### src/design/srp_pkg.sv
// Package with constants and carrier types for the secondary request and protection controller.
// What this block does
// - Secondary supply overcurrent in the run state commands restart or latch per option.
// - Regulate current by comparing sense voltage against internal threshold flag, except when the overload option is set.
// - Rectifier gate on only after own request and winding falling edge.
// - Sense above three times threshold suppresses rectifier drive until nominal.
// - Rectifier gate pulled low whenever secondary is not in control.
// - Gate pin open below capacitance threshold, connected above it.
// - Open gate pin stops cycle requests so auto-restart follows.
// - Gate pin grounded at start-up disables drive and open-pin protection.
// - Valley gating engages in discontinuous conduction, off in continuous.
// - In discontinuous conduction requests open only at winding sense peaks.
// - Valley gating lasts 20 us after detection, then requests anytime.
// - About 1 us blanking hides winding ringing below ground.
// - Feedback restart option: output below threshold past timer causes restart.
// - Overload option: timer, then 45 ms pause; recovery resumes requests.
// - Sense grounded, no feedback restart: overload frequency past on-time restarts.
// - Discontinuous-only option: no request before first resonant valley.
// - Regulation modulates cycle enabling and selects high or low current limit.
// - Enabled cycle keeps switch on until current limit for the state.
// - Gate off before request in continuous, on low drop in discontinuous.
// - Regulate output so divided feedback equals internal reference.
// - Primary supply overcurrent makes primary latch off or auto-restart.
// - Request followed by inhibit until falling edge, 30 us timeout.
package srp_pkg;
    localparam int unsigned CLK_HZ = 40_000_000;
    localparam int unsigned VALLEY_US = 20;
    localparam int unsigned BLANK_US = 1;
    localparam int unsigned INHIBIT_US = 30;
    localparam int unsigned PAUSE_MS = 45;
    localparam int unsigned VALLEY_CYC = VALLEY_US * (CLK_HZ / 1_000_000);
    localparam int unsigned BLANK_CYC = BLANK_US * (CLK_HZ / 1_000_000);
    localparam int unsigned INHIBIT_CYC = INHIBIT_US * (CLK_HZ / 1_000_000);
    localparam int unsigned PAUSE_CYC = PAUSE_MS * (CLK_HZ / 1_000);
    localparam int unsigned RESTART_TMR_CYC = 4_000_000;
    localparam int unsigned SYNC_W = 12;
    // Register map over APB.
    localparam logic [7:0] REG_CTRL = 8'h00;
    localparam logic [7:0] REG_STAT = 8'h04;
    localparam int unsigned CTRL_LATCH = 0;
    localparam int unsigned CTRL_FBAR = 1;
    localparam int unsigned CTRL_OVL = 2;
    localparam int unsigned CTRL_DCMONLY = 3;
    localparam int unsigned CTRL_EN = 4;
    localparam logic [31:0] CTRL_RST = 32'h0000_0012;
    localparam logic [31:0] APB_UNMAPPED = 32'h0000_0000;

    typedef enum logic [2:0] {
        SRP_IDLE = 3'b000,
        SRP_RUN = 3'b001,
        SRP_PAUSE = 3'b010,
        SRP_FAULT = 3'b011
    } srp_state_t;

    // Raw comparator flags from the analog front end.
    typedef struct packed {
        logic in_control;
        logic bps_oc;
        logic cs_over;
        logic cs_surge;
        logic gate_cap_hi;
        logic gate_grounded;
        logic fwd_low;
        logic fwd_peak;
        logic sr_drop_low;
        logic fb_low;
        logic fb_below_ar;
        logic freq_ovl;
    } srp_flags_t;
endpackage

### src/design/srp_timer.sv
// Loadable down counter with a done flag.
`timescale 1ns/1ps
module srp_timer
    import srp_pkg::*;
#(
    parameter int unsigned W = 23
) (
    input wire logic mclk_i,
    input wire logic rst_n_i,
    input wire logic load_i,
    input wire logic run_i,
    input wire logic [W-1:0] value_i,
    output logic done_o
);
    logic [W-1:0] count;

    // Load has priority; the counter holds at zero so done stays a level.
    always_ff @(posedge mclk_i) begin
        if (!rst_n_i) begin
            count <= '0;
        end else if (load_i) begin
            count <= value_i;
        end else if (run_i && count != '0) begin
            count <= count - 1'b1;
        end
    end

    assign done_o = (count == '0) && !load_i;
endmodule // srp_timer

### src/design/srp_ctrl.sv
// Top of the secondary request and protection controller.
`timescale 1ns/1ps
module srp_ctrl
    import srp_pkg::*;
#(
    parameter int unsigned PAUSE_CYCLES = PAUSE_CYC,
    parameter int unsigned RESTART_CYCLES = RESTART_TMR_CYC
) (
    input wire logic mclk_i,
    input wire logic rst_n_i,
    input wire logic psel_i,
    input wire logic penable_i,
    input wire logic pwrite_i,
    input wire logic [7:0] paddr_i,
    input wire logic [31:0] pwdata_i,
    output logic [31:0] prdata_o,
    output logic pready_o,
    output logic pslverr_o,
    input wire srp_flags_t flags_i,
    output logic cycle_request_o,
    output logic sr_gate_o,
    output logic sr_pulldown_o,
    output logic high_limit_o,
    output logic fault_cmd_o,
    output logic latch_cmd_o
);
    // ==================================================
    // Input synchronisers
    logic [SYNC_W-1:0] sync_a;
    srp_flags_t f;
    always_ff @(posedge mclk_i) begin
        if (!rst_n_i) begin
            sync_a <= '0;
            f <= '0;
        end else begin
            sync_a <= flags_i;
            f <= sync_a;
        end
    end

    // ==================================================
    // Register bus
    logic [31:0] ctrl;
    srp_state_t state;
    logic open_pin, sr_disabled, discontinuous_conduction, valley_seen;
    logic apb_wr;
    assign apb_wr = psel_i && penable_i && pwrite_i;
    assign pready_o = 1'b1;
    assign pslverr_o = 1'b0;

    // Control word selects fault mode and options; zero-wait slave.
    always_ff @(posedge mclk_i) begin
        if (!rst_n_i) begin
            ctrl <= CTRL_RST;
        end else if (apb_wr && paddr_i == REG_CTRL) begin
            ctrl <= {27'h000_0000, pwdata_i[4:0]};
        end
    end

    // Read data registered in the setup cycle so it is valid in access.
    always_ff @(posedge mclk_i) begin
        if (!rst_n_i) begin
            prdata_o <= '0;
        end else if (psel_i && !penable_i) begin
            unique case (paddr_i)
                REG_CTRL: prdata_o <= ctrl;
                REG_STAT: prdata_o <= {24'h00_0000, valley_seen, discontinuous_conduction, sr_disabled, open_pin, 1'b0, state};
                default: prdata_o <= APB_UNMAPPED;
            endcase
        end
    end

    // ==================================================
    // Winding edge detection with blanking
    logic fwd_q, fall_raw, fall, blank_done, blank_ok, peak;
    always_ff @(posedge mclk_i) begin
        if (!rst_n_i) begin
            fwd_q <= 1'b0;
        end else begin
            fwd_q <= f.fwd_low;
        end
    end
    assign fall_raw = f.fwd_low && !fwd_q;

    // Ringing below ground right after an edge is ignored for the blank time.
    srp_timer #(.W(6)) u_blank (
        .mclk_i(mclk_i),
        .rst_n_i(rst_n_i),
        .load_i(fall_raw && blank_ok),
        .run_i(1'b1),
        .value_i(6'(BLANK_CYC)),
        .done_o(blank_done)
    );
    // The done flag depends on the timer's own load, so the reload uses last cycle's copy to avoid a loop.
    always_ff @(posedge mclk_i) begin
        if (!rst_n_i) begin
            blank_ok <= 1'b0;
        end else begin
            blank_ok <= blank_done;
        end
    end
    assign fall = fall_raw && blank_ok;
    assign peak = f.fwd_peak && blank_done;

    // ==================================================
    // Request inhibit after each request
    logic inhibit, inh_done;
    srp_timer #(.W(11)) u_inhibit (
        .mclk_i(mclk_i),
        .rst_n_i(rst_n_i),
        .load_i(cycle_request_o),
        .run_i(1'b1),
        .value_i(11'(INHIBIT_CYC)),
        .done_o(inh_done)
    );
    always_ff @(posedge mclk_i) begin
        if (!rst_n_i) begin
            inhibit <= 1'b0;
        end else if (cycle_request_o) begin
            inhibit <= 1'b1;
        end else if (fall || inh_done) begin
            inhibit <= 1'b0;
        end
    end

    // ==================================================
    // Conduction mode and valley window
    logic valley_done;
    // A falling edge without a sense peak since the last one means continuous conduction.
    always_ff @(posedge mclk_i) begin
        if (!rst_n_i) begin
            discontinuous_conduction <= 1'b0;
            valley_seen <= 1'b0;
        end else begin
            if (peak) begin
                discontinuous_conduction <= 1'b1;
                valley_seen <= 1'b1;
            end else if (fall) begin
                discontinuous_conduction <= valley_seen;
                valley_seen <= 1'b0;
            end
        end
    end
    logic dcm_q;
    always_ff @(posedge mclk_i) begin
        if (!rst_n_i) begin
            dcm_q <= 1'b0;
        end else begin
            dcm_q <= discontinuous_conduction;
        end
    end
    srp_timer #(.W(10)) u_valley (
        .mclk_i(mclk_i),
        .rst_n_i(rst_n_i),
        .load_i(discontinuous_conduction && !dcm_q),
        .run_i(1'b1),
        .value_i(10'(VALLEY_CYC)),
        .done_o(valley_done)
    );
    logic window_ok;
    // Only peaks open the window while gating is live; afterwards any time.
    always_comb begin
        window_ok = 1'b1;
        if (discontinuous_conduction && !valley_done) begin
            window_ok = peak;
        end
        if (ctrl[CTRL_DCMONLY] && !valley_seen) begin
            window_ok = 1'b0;
        end
    end

    // ==================================================
    // Gate pin checks at start-up and in run
    logic strap_done;
    logic [1:0] strap_age;
    // The strap is taken only once both synchroniser stages hold pin values rather than their reset zeros.
    always_ff @(posedge mclk_i) begin
        if (!rst_n_i) begin
            strap_age <= 2'h0;
            strap_done <= 1'b0;
            sr_disabled <= 1'b0;
        end else if (!strap_done) begin
            if (strap_age == 2'h2) begin
                strap_done <= 1'b1;
                sr_disabled <= f.gate_grounded;
            end else begin
                strap_age <= strap_age + 2'h1;
            end
        end
    end
    always_ff @(posedge mclk_i) begin
        if (!rst_n_i) begin
            open_pin <= 1'b0;
        end else if (strap_done && !sr_disabled && f.in_control) begin
            open_pin <= !f.gate_cap_hi;
        end
    end

    // ==================================================
    // Overload and restart timing
    logic pause_done, tmr_done, tmr_cond;
    // Pick the condition that the selected overload option watches.
    always_comb begin
        tmr_cond = 1'b0;
        if (ctrl[CTRL_FBAR]) begin
            tmr_cond = f.fb_below_ar;
        end else if (ctrl[CTRL_OVL]) begin
            tmr_cond = f.cs_over;
        end else begin
            tmr_cond = f.freq_ovl;
        end
    end
    srp_timer #(.W(23)) u_restart (
        .mclk_i(mclk_i),
        .rst_n_i(rst_n_i),
        .load_i(!tmr_cond || state != SRP_RUN),
        .run_i(1'b1),
        .value_i(23'(RESTART_CYCLES)),
        .done_o(tmr_done)
    );
    srp_timer #(.W(21)) u_pause (
        .mclk_i(mclk_i),
        .rst_n_i(rst_n_i),
        .load_i(state != SRP_PAUSE),
        .run_i(1'b1),
        .value_i(21'(PAUSE_CYCLES)),
        .done_o(pause_done)
    );

    // ==================================================
    // Request and fault state machine
    srp_state_t next_state;
    always_comb begin
        next_state = state;
        unique case (state)
            SRP_IDLE: if (f.in_control && ctrl[CTRL_EN]) next_state = SRP_RUN;
            SRP_RUN: begin
                if (!f.in_control) begin
                    next_state = SRP_IDLE;
                end else if (f.bps_oc || open_pin) begin
                    next_state = SRP_FAULT;
                end else if (tmr_done && ctrl[CTRL_OVL] && !ctrl[CTRL_FBAR]) begin
                    next_state = SRP_PAUSE;
                end else if (tmr_done) begin
                    next_state = SRP_FAULT;
                end
            end
            SRP_PAUSE: begin
                if (!f.cs_over) begin
                    next_state = SRP_RUN;
                end else if (pause_done) begin
                    next_state = SRP_FAULT;
                end
            end
            SRP_FAULT: if (!f.in_control) next_state = SRP_IDLE;
            default: next_state = SRP_IDLE;
        endcase
    end
    always_ff @(posedge mclk_i) begin
        if (!rst_n_i) begin
            state <= SRP_IDLE;
        end else begin
            state <= next_state;
        end
    end

    // Fault command is a one-cycle pulse on entry with bps_oc set; latch flag chooses the action.
    always_ff @(posedge mclk_i) begin
        if (!rst_n_i) begin
            fault_cmd_o <= 1'b0;
            latch_cmd_o <= 1'b0;
        end else begin
            fault_cmd_o <= (next_state == SRP_FAULT) && (state != SRP_FAULT) && f.bps_oc;
            latch_cmd_o <= ctrl[CTRL_LATCH];
        end
    end

    // Feedback low enables a cycle; the fb_below_ar flag picks the limit level.
    logic want;
    assign want = f.fb_low && (f.cs_over == 1'b0 || ctrl[CTRL_OVL]);
    always_ff @(posedge mclk_i) begin
        if (!rst_n_i) begin
            cycle_request_o <= 1'b0;
            high_limit_o <= 1'b0;
        end else begin
            cycle_request_o <= (state == SRP_RUN) && (next_state == SRP_RUN) && want && !inhibit && window_ok
                && !cycle_request_o;
            high_limit_o <= want && f.fb_below_ar;
        end
    end

    // ==================================================
    // Rectifier gate drive
    logic req_seen;
    always_ff @(posedge mclk_i) begin
        if (!rst_n_i) begin
            req_seen <= 1'b0;
        end else if (cycle_request_o) begin
            req_seen <= 1'b1;
        end else if (fall) begin
            req_seen <= 1'b0;
        end
    end
    // Surge and loss of control cut the gate at once, before any turn-on term.
    always_ff @(posedge mclk_i) begin
        if (!rst_n_i) begin
            sr_gate_o <= 1'b0;
        end else if (!f.in_control || sr_disabled || f.cs_surge) begin
            sr_gate_o <= 1'b0;
        end else if (fall && req_seen) begin
            sr_gate_o <= 1'b1;
        end else if ((discontinuous_conduction && f.sr_drop_low) || (want && !inhibit && window_ok)) begin
            // A pending request cuts the gate in either mode, so the rectifier never overlaps a primary cycle.
            sr_gate_o <= 1'b0;
        end
    end
    assign sr_pulldown_o = !f.in_control;

    // ==================================================
    // Assertions
    property p_pull;
        @(posedge mclk_i) disable iff (!rst_n_i) !f.in_control |=> !sr_gate_o;
    endproperty
    a_pull: assert property (p_pull) else $error("Gate high out of control.");
    property p_surge;
        @(posedge mclk_i) disable iff (!rst_n_i) f.cs_surge |=> !sr_gate_o;
    endproperty
    a_surge: assert property (p_surge) else $error("Gate high in surge.");
    property p_on;
        @(posedge mclk_i) disable iff (!rst_n_i) $rose(sr_gate_o) |-> $past(req_seen) && $past(fall);
    endproperty
    a_on: assert property (p_on) else $error("Gate on without request and edge.");
    property p_inh;
        @(posedge mclk_i) disable iff (!rst_n_i) cycle_request_o |=> !cycle_request_o;
    endproperty
    a_inh: assert property (p_inh) else $error("Back to back requests.");
    logic [10:0] inh_age;
    // Counts how long inhibit has stood; it saturates so it can never wrap back under the limit.
    always_ff @(posedge mclk_i) begin
        if (!rst_n_i) begin
            inh_age <= 11'h000;
        end else if (!inhibit) begin
            inh_age <= 11'h000;
        end else if (inh_age != 11'h7FF) begin
            inh_age <= inh_age + 11'h001;
        end
    end
    property p_inh_end;
        @(posedge mclk_i) disable iff (!rst_n_i) inh_age <= 11'(INHIBIT_CYC + 2);
    endproperty
    a_inh_end: assert property (p_inh_end) else $error("Inhibit outlived timeout.");
    property p_fault;
        @(posedge mclk_i) disable iff (!rst_n_i) state == SRP_FAULT |-> !cycle_request_o;
    endproperty
    a_fault: assert property (p_fault) else $error("Request during fault.");
    property p_oc;
        @(posedge mclk_i) disable iff (!rst_n_i) state == SRP_RUN && f.bps_oc && f.in_control |=> fault_cmd_o;
    endproperty
    a_oc: assert property (p_oc) else $error("No fault command on overcurrent.");
    property p_dis;
        @(posedge mclk_i) disable iff (!rst_n_i) sr_disabled |-> !sr_gate_o && !open_pin;
    endproperty
    a_dis: assert property (p_dis) else $error("Drive active while disabled.");
    c_req: cover property (@(posedge mclk_i) disable iff (!rst_n_i) cycle_request_o);
    c_gate: cover property (@(posedge mclk_i) disable iff (!rst_n_i) $rose(sr_gate_o));
    c_pause: cover property (@(posedge mclk_i) disable iff (!rst_n_i) state == SRP_PAUSE ##1 state == SRP_RUN);
endmodule // srp_ctrl

### config.mk
export PLATFORM = sky130hd
export DESIGN_NAME = srp_ctrl
export DESIGN_NICKNAME = d
export VERILOG_FILES = /design/src/design/srp_pkg.sv /design/src/design/srp_timer.sv /design/src/design/srp_ctrl.sv
export SDC_FILE = /design/constraint.sdc
export NUM_CORES = 1
export LEC_CHECK = 0
export BUFFER_PORTS_ARGS = -buffer_cell sky130_fd_sc_hd__buf_2
export CAP_MARGIN = 20
export CORE_MARGIN = 5
export CORE_UTILIZATION = 50
export DETAILED_ROUTE_END_ITERATION = 8
export HOLD_SLACK_MARGIN = 0.1
export PLACE_DENSITY = 0.7
export SETUP_SLACK_MARGIN = 0.4
export SYNTH_ARGS = -nofsm -noshare
export SYNTH_HDL_FRONTEND = slang
export SYNTH_SLANG_ARGS = --single-unit
### constraint.sdc
create_clock -name mclk_i -period 2.9 [get_ports mclk_i]
set_clock_uncertainty 0.15 [all_clocks]
set_input_delay 0.435 -clock mclk_i [delete_from_list [all_inputs] [get_ports mclk_i]]
set_output_delay 0.435 -clock mclk_i [all_outputs]
set_load 0.01 [all_outputs]
==> results.yml, run 1 <==
setup_path:
  slowest_stage: "or4_4"
  start_kind: "flip-flop"
  path_class: "reg2reg"
  rr_worst_depth: 5
  cpLargestDelayFamily: "simple AND/OR/NAND/NOR gates"
  required_ns: 3.09
  r2r_end: "u_pause.count[20]$_SDFFE_PN0N_"
  crit_path_start: "u_pause.count[6]$_SDFFE_PN0N_"
  crit_buf_inv: 0
  worstPathMaxFanout: 7
  critPathCaptureType: "flip-flop"
  cp.arrival_ns: 2.67
  path_cells: "or4_4, or4_4, or3_1, or3_1, a31oi_1"
  r2r_start: "u_pause.count[6]$_SDFFE_PN0N_"
  r2r_slack_ns: 0.42
  critPathMaxStageDelay_ns: 0.57
timing:
  setup_viol: 0
  tns_ns: 0
  slew_violations: 0
  max_slew_margin: 0.6111
  rsz0062_at_grt: "true"
  period_needed_ns: 2.480
  hold_violations: 0
  finalWorstSetupSlack_ns: 0.4204
  tightest_slew_ns: 0.5821
  min_period_over_period: 0.8550
  fmaxAchievable_ghz: 0.4033
floorplan:
  die_h_um: 116.0
  rows: 38
  dieWidth_um: 116.0
  die_area_mm2: 0.01346
  start_util: 0.5138
  io_pins: 97
  design.core.area_mm2: 0.01094
status:
  status: "completed"
synthesis:
  synth_top_area_cell: "dfxtp_1"
  yosys-top-cells-area: "dfxtp_1 (46%), xnor2_1 (5.0%), nor2_1 (4.7%)"
  async_flop_share: 0
  yosysSeqAreaShare: 0.4560
  synth_edf_count: 0
  synth_flop_cell: "dfxtp_1"
  yosys.cell_count.top_type: "dfxtp_1"
  ys_seq_elements: 128
  synth_top_area_frac: 0.4560
  syn_area_per_cell_um2: 9.005
  yosys_warnings: 0
  ys_top_cells_by_count: "dfxtp_1 (128), nor2_1 (70), a21oi_1 (40), xnor2_1 (32)"
  synth_cell_types: 56
  netlist_area_mm2: 0.005619
  syn_inst: 624
worst_hold_path:
  hp-class: "in2reg"
  hp-start: "pwdata_i[2]"
  hold_path_end: "ctrl[2]$_SDFFE_PN0P_"
  holdPathStages: 3
clock_tree:
  cts-root-buf: "clkbuf_16"
  cts_buffer_depth: 2
  cts_htree_levels: 4
  path_clk_slew_ns: 0.06
  cts_tree: "built"
  clk_latency_ns: 0.41
  cts_buffers: 17
  cts_sinks: 128
routing:
  drt-pass1-iter-count: 4
  drc: 0
  routed_via_density: 5.386
  drt_wl_total_um: 12070
  ant_nets: 0
  avgRoutedWirePerCell_um: 14.36
  dr_total_vias: 4530
  drt_first_iter_violations: 139
global_routing:
  grt_max_degree: 33
  grt-ovfl-total: 0
  grtUsageTotal: 0.1900
  grt_pass1_wl_um: 20240
  grt_pass1_vias: 4419
  antenna_found_initial: 0
placement:
  dp_slack_ns: 0.3154
  dp_cells: 792
  dpl-instance-area_mm2: 0.005907
  gp_congestion: 0.8547
  dp_hpwl_um: 8433
  portBuffers: 43
power_and_ir_drop:
  leakagePower_nw: 2.745
  pwr_density_cell_mw_per_mm2: 815.7
  ir_drop_uv: 581.1
  power_w: 0.005519
cells_and_area:
  final_cell_area_mm2: 0.006766
  nets: 754
  drive_above_1_share: 0.1598
  area_growth_pct: 20.42
  multiInputGateArea_mm2: 0.002820
  fillers: 924
  antenna_cells: 0
  instances_no_fill: 841
  seqCellArea_mm2: 0.002562
flow_run:
  drv_cap: 0
[timing repair]
item	CTS	global route
hold buffers	14	0
buffers inserted	0	3
hold endpoints to repair	14	0
endpoints found under the setup margin	5	11
resized for setup	3	6
pin swaps	0	3
[power breakdown]
group	internal, W	switching [W]
registers	0.00196	0.000150
clock network	0.00154	0.000796
logic	0.000512	0.000571
total	0.00400	0.00152
[layout by cell type, fill, tap and decap left out, types with 6 or more instances in the layout]
master and instances:
dfxtp_1 128, conb_1 27, or4_1 12, nand2_1 28, xor2_1 12, xnor2_1 32
clkbuf_16 17, nor2_1 70, dlygate4sd3_1 14, o31a_1 8, nor2b_1 6, mux2i_1 8
and2_1 28, ha_1 9, nor4_1 11, nand3_1 12, buf_4 17, or3_1 16
a21oi_1 40, inv_1 18, o21a_1 9, a211oi_1 11, o21ai_0 7, buf_2 43
nor3_1 24, nor3b_1 8
[worst max path at each step]
stage          slack (ns)                        endpoint  cells past startpoint
3_5_place_dp         0.32  u_pause.count[20]$_SDFFE_PN0N_                      5
4_1_cts              0.40  u_pause.count[19]$_SDFFE_PN0N_                      5
3_3_place_gp         0.33  u_pause.count[20]$_SDFFE_PN0N_                      5
6_report             0.42  u_pause.count[20]$_SDFFE_PN0N_                      5
5_1_grt              0.31  u_pause.count[20]$_SDFFE_PN0N_                      5
2_1_floorplan        0.41  u_pause.count[20]$_SDFFE_PN0N_                      6
[cell type report]
class	count	area share
Multi-Input combinational cell	449	0.4168
Sequential cell	128	0.3787
Timing Repair Buffer	74	0.07138
Clock buffer	17	0.06287
Clock inverter	15	0.03439
Tap cell	140	0.02589
Inverter	18	0.009985
[flip-flops by register name, summed over array words and instances, names as in the netlist, 2 cells and up]
register and cells:
sync_a 12, u_inhibit.count 11, prdata_o 8, u_valley.count 10, state 3, u_blank.count 6
u_restart.count 23, strap_age 2, ctrl 5, f 12, u_pause.count 21
[routing by layer]
layer	routed length, um	GRT usage
met4	161	0.06265
met3	426	0.05692
met5	0	0
met2	6414	0.3448
met1	5070	0.2118
[kinds of logic after synthesis]
family | share of synthesized area
compound gates | 0.1238
xor+xnor | 0.06858
fa+ha+maj | 0.02004
buf+inv | 0.06569
flops | 0.4560
mux | 0.01826
other cells | 0.001337
simple gates | 0.2463
[per-stage QoR]
stage / hold slack (ns) / utilization
global placement: 0.2627 / 0.5402
global route: 0.1321 / 0.6188
floorplan: 0.2397 / -
finish: 0.1239 / 0.6188
CTS: 0.1064 / 0.6143
detailed placement: 0.2666 / 0.5402
[worst min-delay path: stages]
cell and delay, ns:
buf_2 0.08, mux2i_1 0.05, nor2_1 0.08
Note: power is estimated with default switching activity, not from simulation.
==> inputs of run 2 (changes only) <==
--- a/config.mk
+++ b/config.mk
@@ -8,10 +8,10 @@
 export BUFFER_PORTS_ARGS = -buffer_cell sky130_fd_sc_hd__buf_2
 export CAP_MARGIN = 20
 export CORE_MARGIN = 5
-export CORE_UTILIZATION = 50
+export CORE_UTILIZATION = 55
 export DETAILED_ROUTE_END_ITERATION = 8
 export HOLD_SLACK_MARGIN = 0.1
-export PLACE_DENSITY = 0.7
+export PLACE_DENSITY = 0.76
 export SETUP_SLACK_MARGIN = 0.4
 export SYNTH_ARGS = -nofsm -noshare
 export SYNTH_HDL_FRONTEND = slang
==> run 2 against run 1 <==
Against the previous run: critical path depth is the same; first-iteration DRC count grew 86%; via count grew 0.79%; sequential share of layout area grew 0.096 points; maximum frequency grew 1.5%; cell count shrank 0.24%; count of clock-buffer cells in the layout grew 1; critical path type unchanged; hold slack gained 0.081 ns; power shrank 2.3%.
==> results.yml, run 2 (synthesis results as in run 1) <==
power_and_ir_drop:
  pwr_density_cell_mw_per_mm2: 798.3
  ir_drop_uv: 445.4
  leakagePower_nw: 2.745
status:
  status: "completed"
global_routing:
  grt_pass1_vias: 4514
  antenna_found_initial: 0
  grt_max_degree: 48
  grt_pass1_wl_um: 20960
  grt-ovfl-total: 0
  grtUsageTotal: 0.2015
timing:
  rsz0062_at_grt: "true"
  min_period_over_period: 0.8425
  period_needed_ns: 2.443
  tightest_slew_ns: 0.7464
  max_slew_margin: 0.5002
  tns_ns: 0
  slew_violations: 0
  hold_violations: 0
  fmaxAchievable_ghz: 0.4093
  setup_viol: 0
placement:
  gp_congestion: 0.8436
  portBuffers: 43
  dp_cells: 787
  dp_hpwl_um: 8093
clock_tree:
  path_clk_slew_ns: 0.06
  cts-root-buf: "clkbuf_8"
  cts_htree_levels: 4
  cts_sinks: 128
  cts_buffers: 17
  cts_buffer_depth: 2
  clk_latency_ns: 0.51
  cts_tree: "built"
cells_and_area:
  top_register: "u_restart.count"
  nets: 759
  drive_above_1_share: 0.1601
  final_cell_mix: "dfxtp_1 (127), nor2_1 (70), buf_2 (43)"
  largest_reg_flops: 23
  final_common_cell: "dfxtp_1"
  antenna_cells: 0
  utilization: 0.6846
  instances_no_fill: 839
  top_regs: "u_restart.count x23, u_pause.count x21"
  area_growth_pct: 20.17
floorplan:
  design.core.area_mm2: 0.009864
  rows: 36
  io_pins: 97
  die_area_mm2: 0.01234
  dieWidth_um: 111.1
  die_h_um: 111.1
  start_util: 0.5696
routing:
  drt_wl_total_um: 12190
  avgRoutedWirePerCell_um: 14.53
  drt_first_iter_violations: 258
  drc: 0
  dr_total_vias: 4566
  routed_via_density: 5.442
  drt-pass1-iter-count: 5
  ant_nets: 0
setup_path:
  path_class: "reg2reg"
  cp.arrival_ns: 2.73
  required_ns: 3.19
  worstPathMaxFanout: 3
  start_kind: "flip-flop"
  critPathCaptureType: "flip-flop"
worst_hold_path:
  hp-class: "in2reg"
flow_run:
  drv_cap: 0
## run 2: final cells by class
class,count,area [um2]
fillers,739,3112
multi-input cells,449,2810
flip-flops and latches,128,2564
repair buffers,79,528.0
clock buffers,18,427.9
clock inverters,14,188.9
well taps,133,166.4
inverters,18,67.56
## run 2: worst max-delay path, cell delays in order, from the launching register on
cell	delay (ns)
dfxtp_1	0.33
or4_4	0.55
or4_4	0.50
or3_1	0.36
or3_1	0.31
a31oi_1	0.16
## run 2: repair_timing
action | CTS | global route
setup endpoints to repair | 5 | 10
gates resized for setup | 3 | 5
hold buffers | 17 | 0
pin swaps | 0 | 4
endpoints found under the hold margin | 17 | 0
setup buffers | 0 | 3
## run 2: power by group
part	leakage, nW	internal, W	total [W]	switching [W]
clock network	0.297	0.00142	0.00218	0.000768
logic	1.40	0.000520	0.00110	0.000576
registers	1.05	0.00196	0.00211	0.000156
## run 2: path summary, 6_finish.rpt
kind | startpoint | endpoint | slack, ns | cells past startpoint
worst min-delay path | penable_i | prdata_o[0]$_SDFFE_PN0P_ | 0.20 | 4
worst min register to register | sync_a[9]$_SDFF_PN0_ | f[9]$_SDFF_PN0_ | 0.28 | 1
worst max-delay path | u_pause.count[8]$_SDFFE_PN0N_ | u_pause.count[20]$_SDFFE_PN0N_ | 0.46 | 5
worst max register to register | u_pause.count[8]$_SDFFE_PN0N_ | u_pause.count[20]$_SDFFE_PN0N_ | 0.46 | 5
## run 2: stage by stage
stage | worst slack [ns] | hold slack, ns | power (W) | instance area [um2]
finish | 0.4568 | 0.2047 | 0.005391 | 6753
global route | 0.3811 | 0.2314 | 0.005677 | 6753
CTS | 0.3686 | 0.1850 | 0.005417 | 6713
detailed placement | 0.3054 | 0.2650 | 0.003188 | 5913
global placement | 0.3441 | 0.2507 | 0.003125 | 5913
floorplan | 0.4060 | 0.2397 | 0.003008 | 5713
## run 2: metal layers
layer,part of all wire,track usage,up-vias
li1,-,-,2292
met1,0.42,0.2398,2156
met2,0.52,0.3483,98
met3,0.046,0.04803,20
met4,0.016,0.08354,0
met5,0,0,-
==> inputs of run 3 (changes only) <==
--- a/config.mk
+++ b/config.mk
@@ -5,6 +5,7 @@
 export SDC_FILE = /design/constraint.sdc
 export NUM_CORES = 1
 export LEC_CHECK = 0
+export ABC_AREA = 1
 export BUFFER_PORTS_ARGS = -buffer_cell sky130_fd_sc_hd__buf_2
 export CAP_MARGIN = 20
 export CORE_MARGIN = 5
==> constraint.sdc (replaced) <==
create_clock -name mclk_i -period 2.4 [get_ports mclk_i]
set_clock_uncertainty 0.15 [all_clocks]
set_input_delay 0.36 -clock mclk_i [delete_from_list [all_inputs] [get_ports mclk_i]]
set_output_delay 0.36 -clock mclk_i [all_outputs]
set_load 0.01 [all_outputs]
==> run 3 against run 2 <==
Against the previous run: flip-flop and latch count stayed put; cell area is 7.6% higher; cell count is 29% higher; critical path type is now in2reg; critical endpoint is now ctrl[0]$_SDFFE_PN0P_; highest routed layer unchanged.
==> results.yml, run 3 <==
cells_and_area:
  top_register: "u_restart.count"
  final_cell_mix: "nand2_1 (165), dfxtp_1 (128), nor2_1 (122)"
  final_common_cell: "nand2_1"
  fillers: 929
  multiInputGateArea_mm2: 0.003007
  largest_reg_flops: 23
  drive_above_1_share: 0.1388
  nets: 997
  top_regs: "u_restart.count x23, u_pause.count x21"
  antenna_cells: 0
  area_growth_pct: 18.26
  final_cell_area_mm2: 0.007268
  seqCellArea_mm2: 0.002562
synthesis:
  synth_top_area_cell: "dfxtp_1"
  synth_top_family_by_area: "simple AND/OR/NAND/NOR gates"
  async_flop_share: 0
  ys_seq_elements: 128
  yosys-top-cells-area: "dfxtp_1 (42%), nand2_1 (10%), nor2_1 (7.5%)"
  synth_top_area_frac: 0.4169
  yosys.area_share.simple: 0.3223
  muxShareOfSynthArea: 0
  synth_cell_types: 45
  yosys.cell_count.top_type: "nand2_1"
  synth_flop_cell: "dfxtp_1"
  ys_top_cells_by_count: "nand2_1 (165), dfxtp_1 (128), nor2_1 (123), inv_1 (102), nand3_1 (59)"
  yosysSeqAreaShare: 0.4169
  synth_edf_count: 0
  yosys_warnings: 0
  synthAdderAreaFrac: 0.01832
  syn_area_per_cell_um2: 7.188
  netlist_area_mm2: 0.006146
  syn_inst: 855
  synth_compound_area_frac: 0.09650
  synth_xor_area_frac: 0.03278
clock_tree:
  cts_htree_levels: 4
  cts_buffer_depth: 2
  cts-root-buf: "clkbuf_8"
  path_clk_slew_ns: 0.06
  cts_tree: "built"
  cts_buffers: 17
  clk_latency_ns: 0.53
  cts_sinks: 128
placement:
  dp_slack_ns: 0.4926
  dpl-instance-area_mm2: 0.006400
  gp_congestion: 0.9336
  portBuffers: 43
  dp_hpwl_um: 9106
setup_path:
  critPathCaptureType: "flip-flop"
  cp.arrival_ns: 2.17
  path_class: "in2reg"
  required_ns: 2.71
  start_kind: "primary input"
  worstPathMaxFanout: 9
timing:
  finalWorstSetupSlack_ns: 0.5339
  period_needed_ns: 1.866
  tns_ns: 0
  hold_violations: 0
  fmaxAchievable_ghz: 0.5359
  rsz0062_at_grt: "true"
  slew_violations: 0
  setup_viol: 0
  min_period_over_period: 0.7775
power_and_ir_drop:
  clkPwrFrac: 0.382
  switching_share: 0.3093
  leakagePower_nw: 3.542
  comb_power_share: 0.224
  internal_power_w: 0.004559
  p_seq_frac: 0.394
  power_w: 0.006600
  p_sw_w: 0.002041
  pwr_density_cell_mw_per_mm2: 908.0
  ir_drop_uv: 888.7
routing:
  ant_nets: 0
  dr_total_vias: 5488
  routed_via_density: 5.063
  drc: 0
  avgRoutedWirePerCell_um: 12.54
  drt-pass1-iter-count: 5
  drt_first_iter_violations: 274
  drt_wl_total_um: 13590
flow_run:
  drv_cap: 0
global_routing:
  grt_max_degree: 37
  grt-ovfl-total: 0
  grt_pass1_vias: 5160
  grtUsageTotal: 0.2163
  antenna_found_initial: 0
  grt_pass1_wl_um: 23160
floorplan:
  die_h_um: 115.7
  rows: 38
  io_pins: 97
  dieWidth_um: 115.7
  die_area_mm2: 0.01339
  design.core.area_mm2: 0.01089
  start_util: 0.5645
status:
  status: "completed"
worst_hold_path:
  hp-class: "in2reg"
-- run 3: cell types whose count changed after synthesis, moves of 9 or more --
cell,delta
or3_1,-17
nand2_1,+137
nor2_2,+12
a21oi_1,+17
o21ai_0,+23
clkbuf_1,-17
inv_1,+84
nand4_1,+9
nor4_1,-12
nor2_1,+53
and2_1,-27
nand3_1,+47
or4_1,-15
xnor2_1,-20
-- run 3: cells by family (layout without fill, tap and decap cells) --
logic type      count (synthesis)  count (layout)
flops                         128             128
fa+ha+maj                       9               9
buf+inv                       152             216
compound gates                109             109
simple gates                  432             432
xor+xnor                       23              23
other cells                     2              27
-- run 3: path summary, 6_finish.rpt --
kind | start | endpoint | slack (ns) | depth (start not counted)
min | penable_i | prdata_o[6]$_SDFFE_PN0P_ | 0.15 | 4
max | paddr_i[3] | ctrl[0]$_SDFFE_PN0P_ | 0.53 | 6
min reg2reg | sync_a[4]$_SDFF_PN0_ | f[4]$_SDFF_PN0_ | 0.26 | 2
max reg2reg | u_restart.count[0]$_SDFFE_PP0P_ | state[0]$_SDFF_PN0_ | 0.57 | 11
-- run 3: stage by stage --
step           utilization  instances  hold slack (ns)
6_report            0.6675       1084           0.1498
5_1_grt             0.6675       1084           0.1507
4_1_cts             0.6620       1080           0.1154
3_5_place_dp        0.5878       1026           0.2469
3_3_place_gp        0.5878       1026           0.2414
2_1_floorplan            -        880           0.2405
-- run 3: power groups by stage --
| stage | logic, W | registers, W | clock network [W] |
|---|---|---|---|
| after global routing | 0.00171 | 0.00264 | 0.00268 |
| after floorplan | 0.00119 | 0.00260 | 0 |
| after CTS | 0.00144 | 0.00260 | 0.00256 |
| after global placement | 0.00136 | 0.00263 | 0 |
| after detailed placement | 0.00139 | 0.00263 | 0 |
| final | 0.00148 | 0.00260 | 0.00252 |
-- run 3: layout make-up --
cell class	count	share of cell area
clock buffers	21	0.06318
clock inverters	11	0.01773
repair buffers	76	0.07299
well taps	140	0.02410
inverters	108	0.05578
multi-input cells	600	0.4137
flip-flops and latches	128	0.3526
-- run 3: repair_timing --
| item | 4_1_cts | 5_1_grt |
|---|---|---|
| hold endpoints to repair | 22 | 0 |
| buffers inserted | 0 | 4 |
| resized for setup | 0 | 4 |
| hold buffers | 22 | 0 |
| setup endpoints to repair | 0 | 17 |
-- run 3: metal layers --
layer  GRT usage  routed length, um
met5           0                  0
met2      0.3688               6798
met4     0.08275                170
met3     0.05849                639
met1      0.2611               5983
-- run 3: worst max-delay path, stage by stage --
cell,delay (ns)
dlygate4sd3_1,0.53
buf_2,0.14
nor3_4,0.30
nand3_1,0.11
dlygate4sd3_1,0.58
a21oi_1,0.15
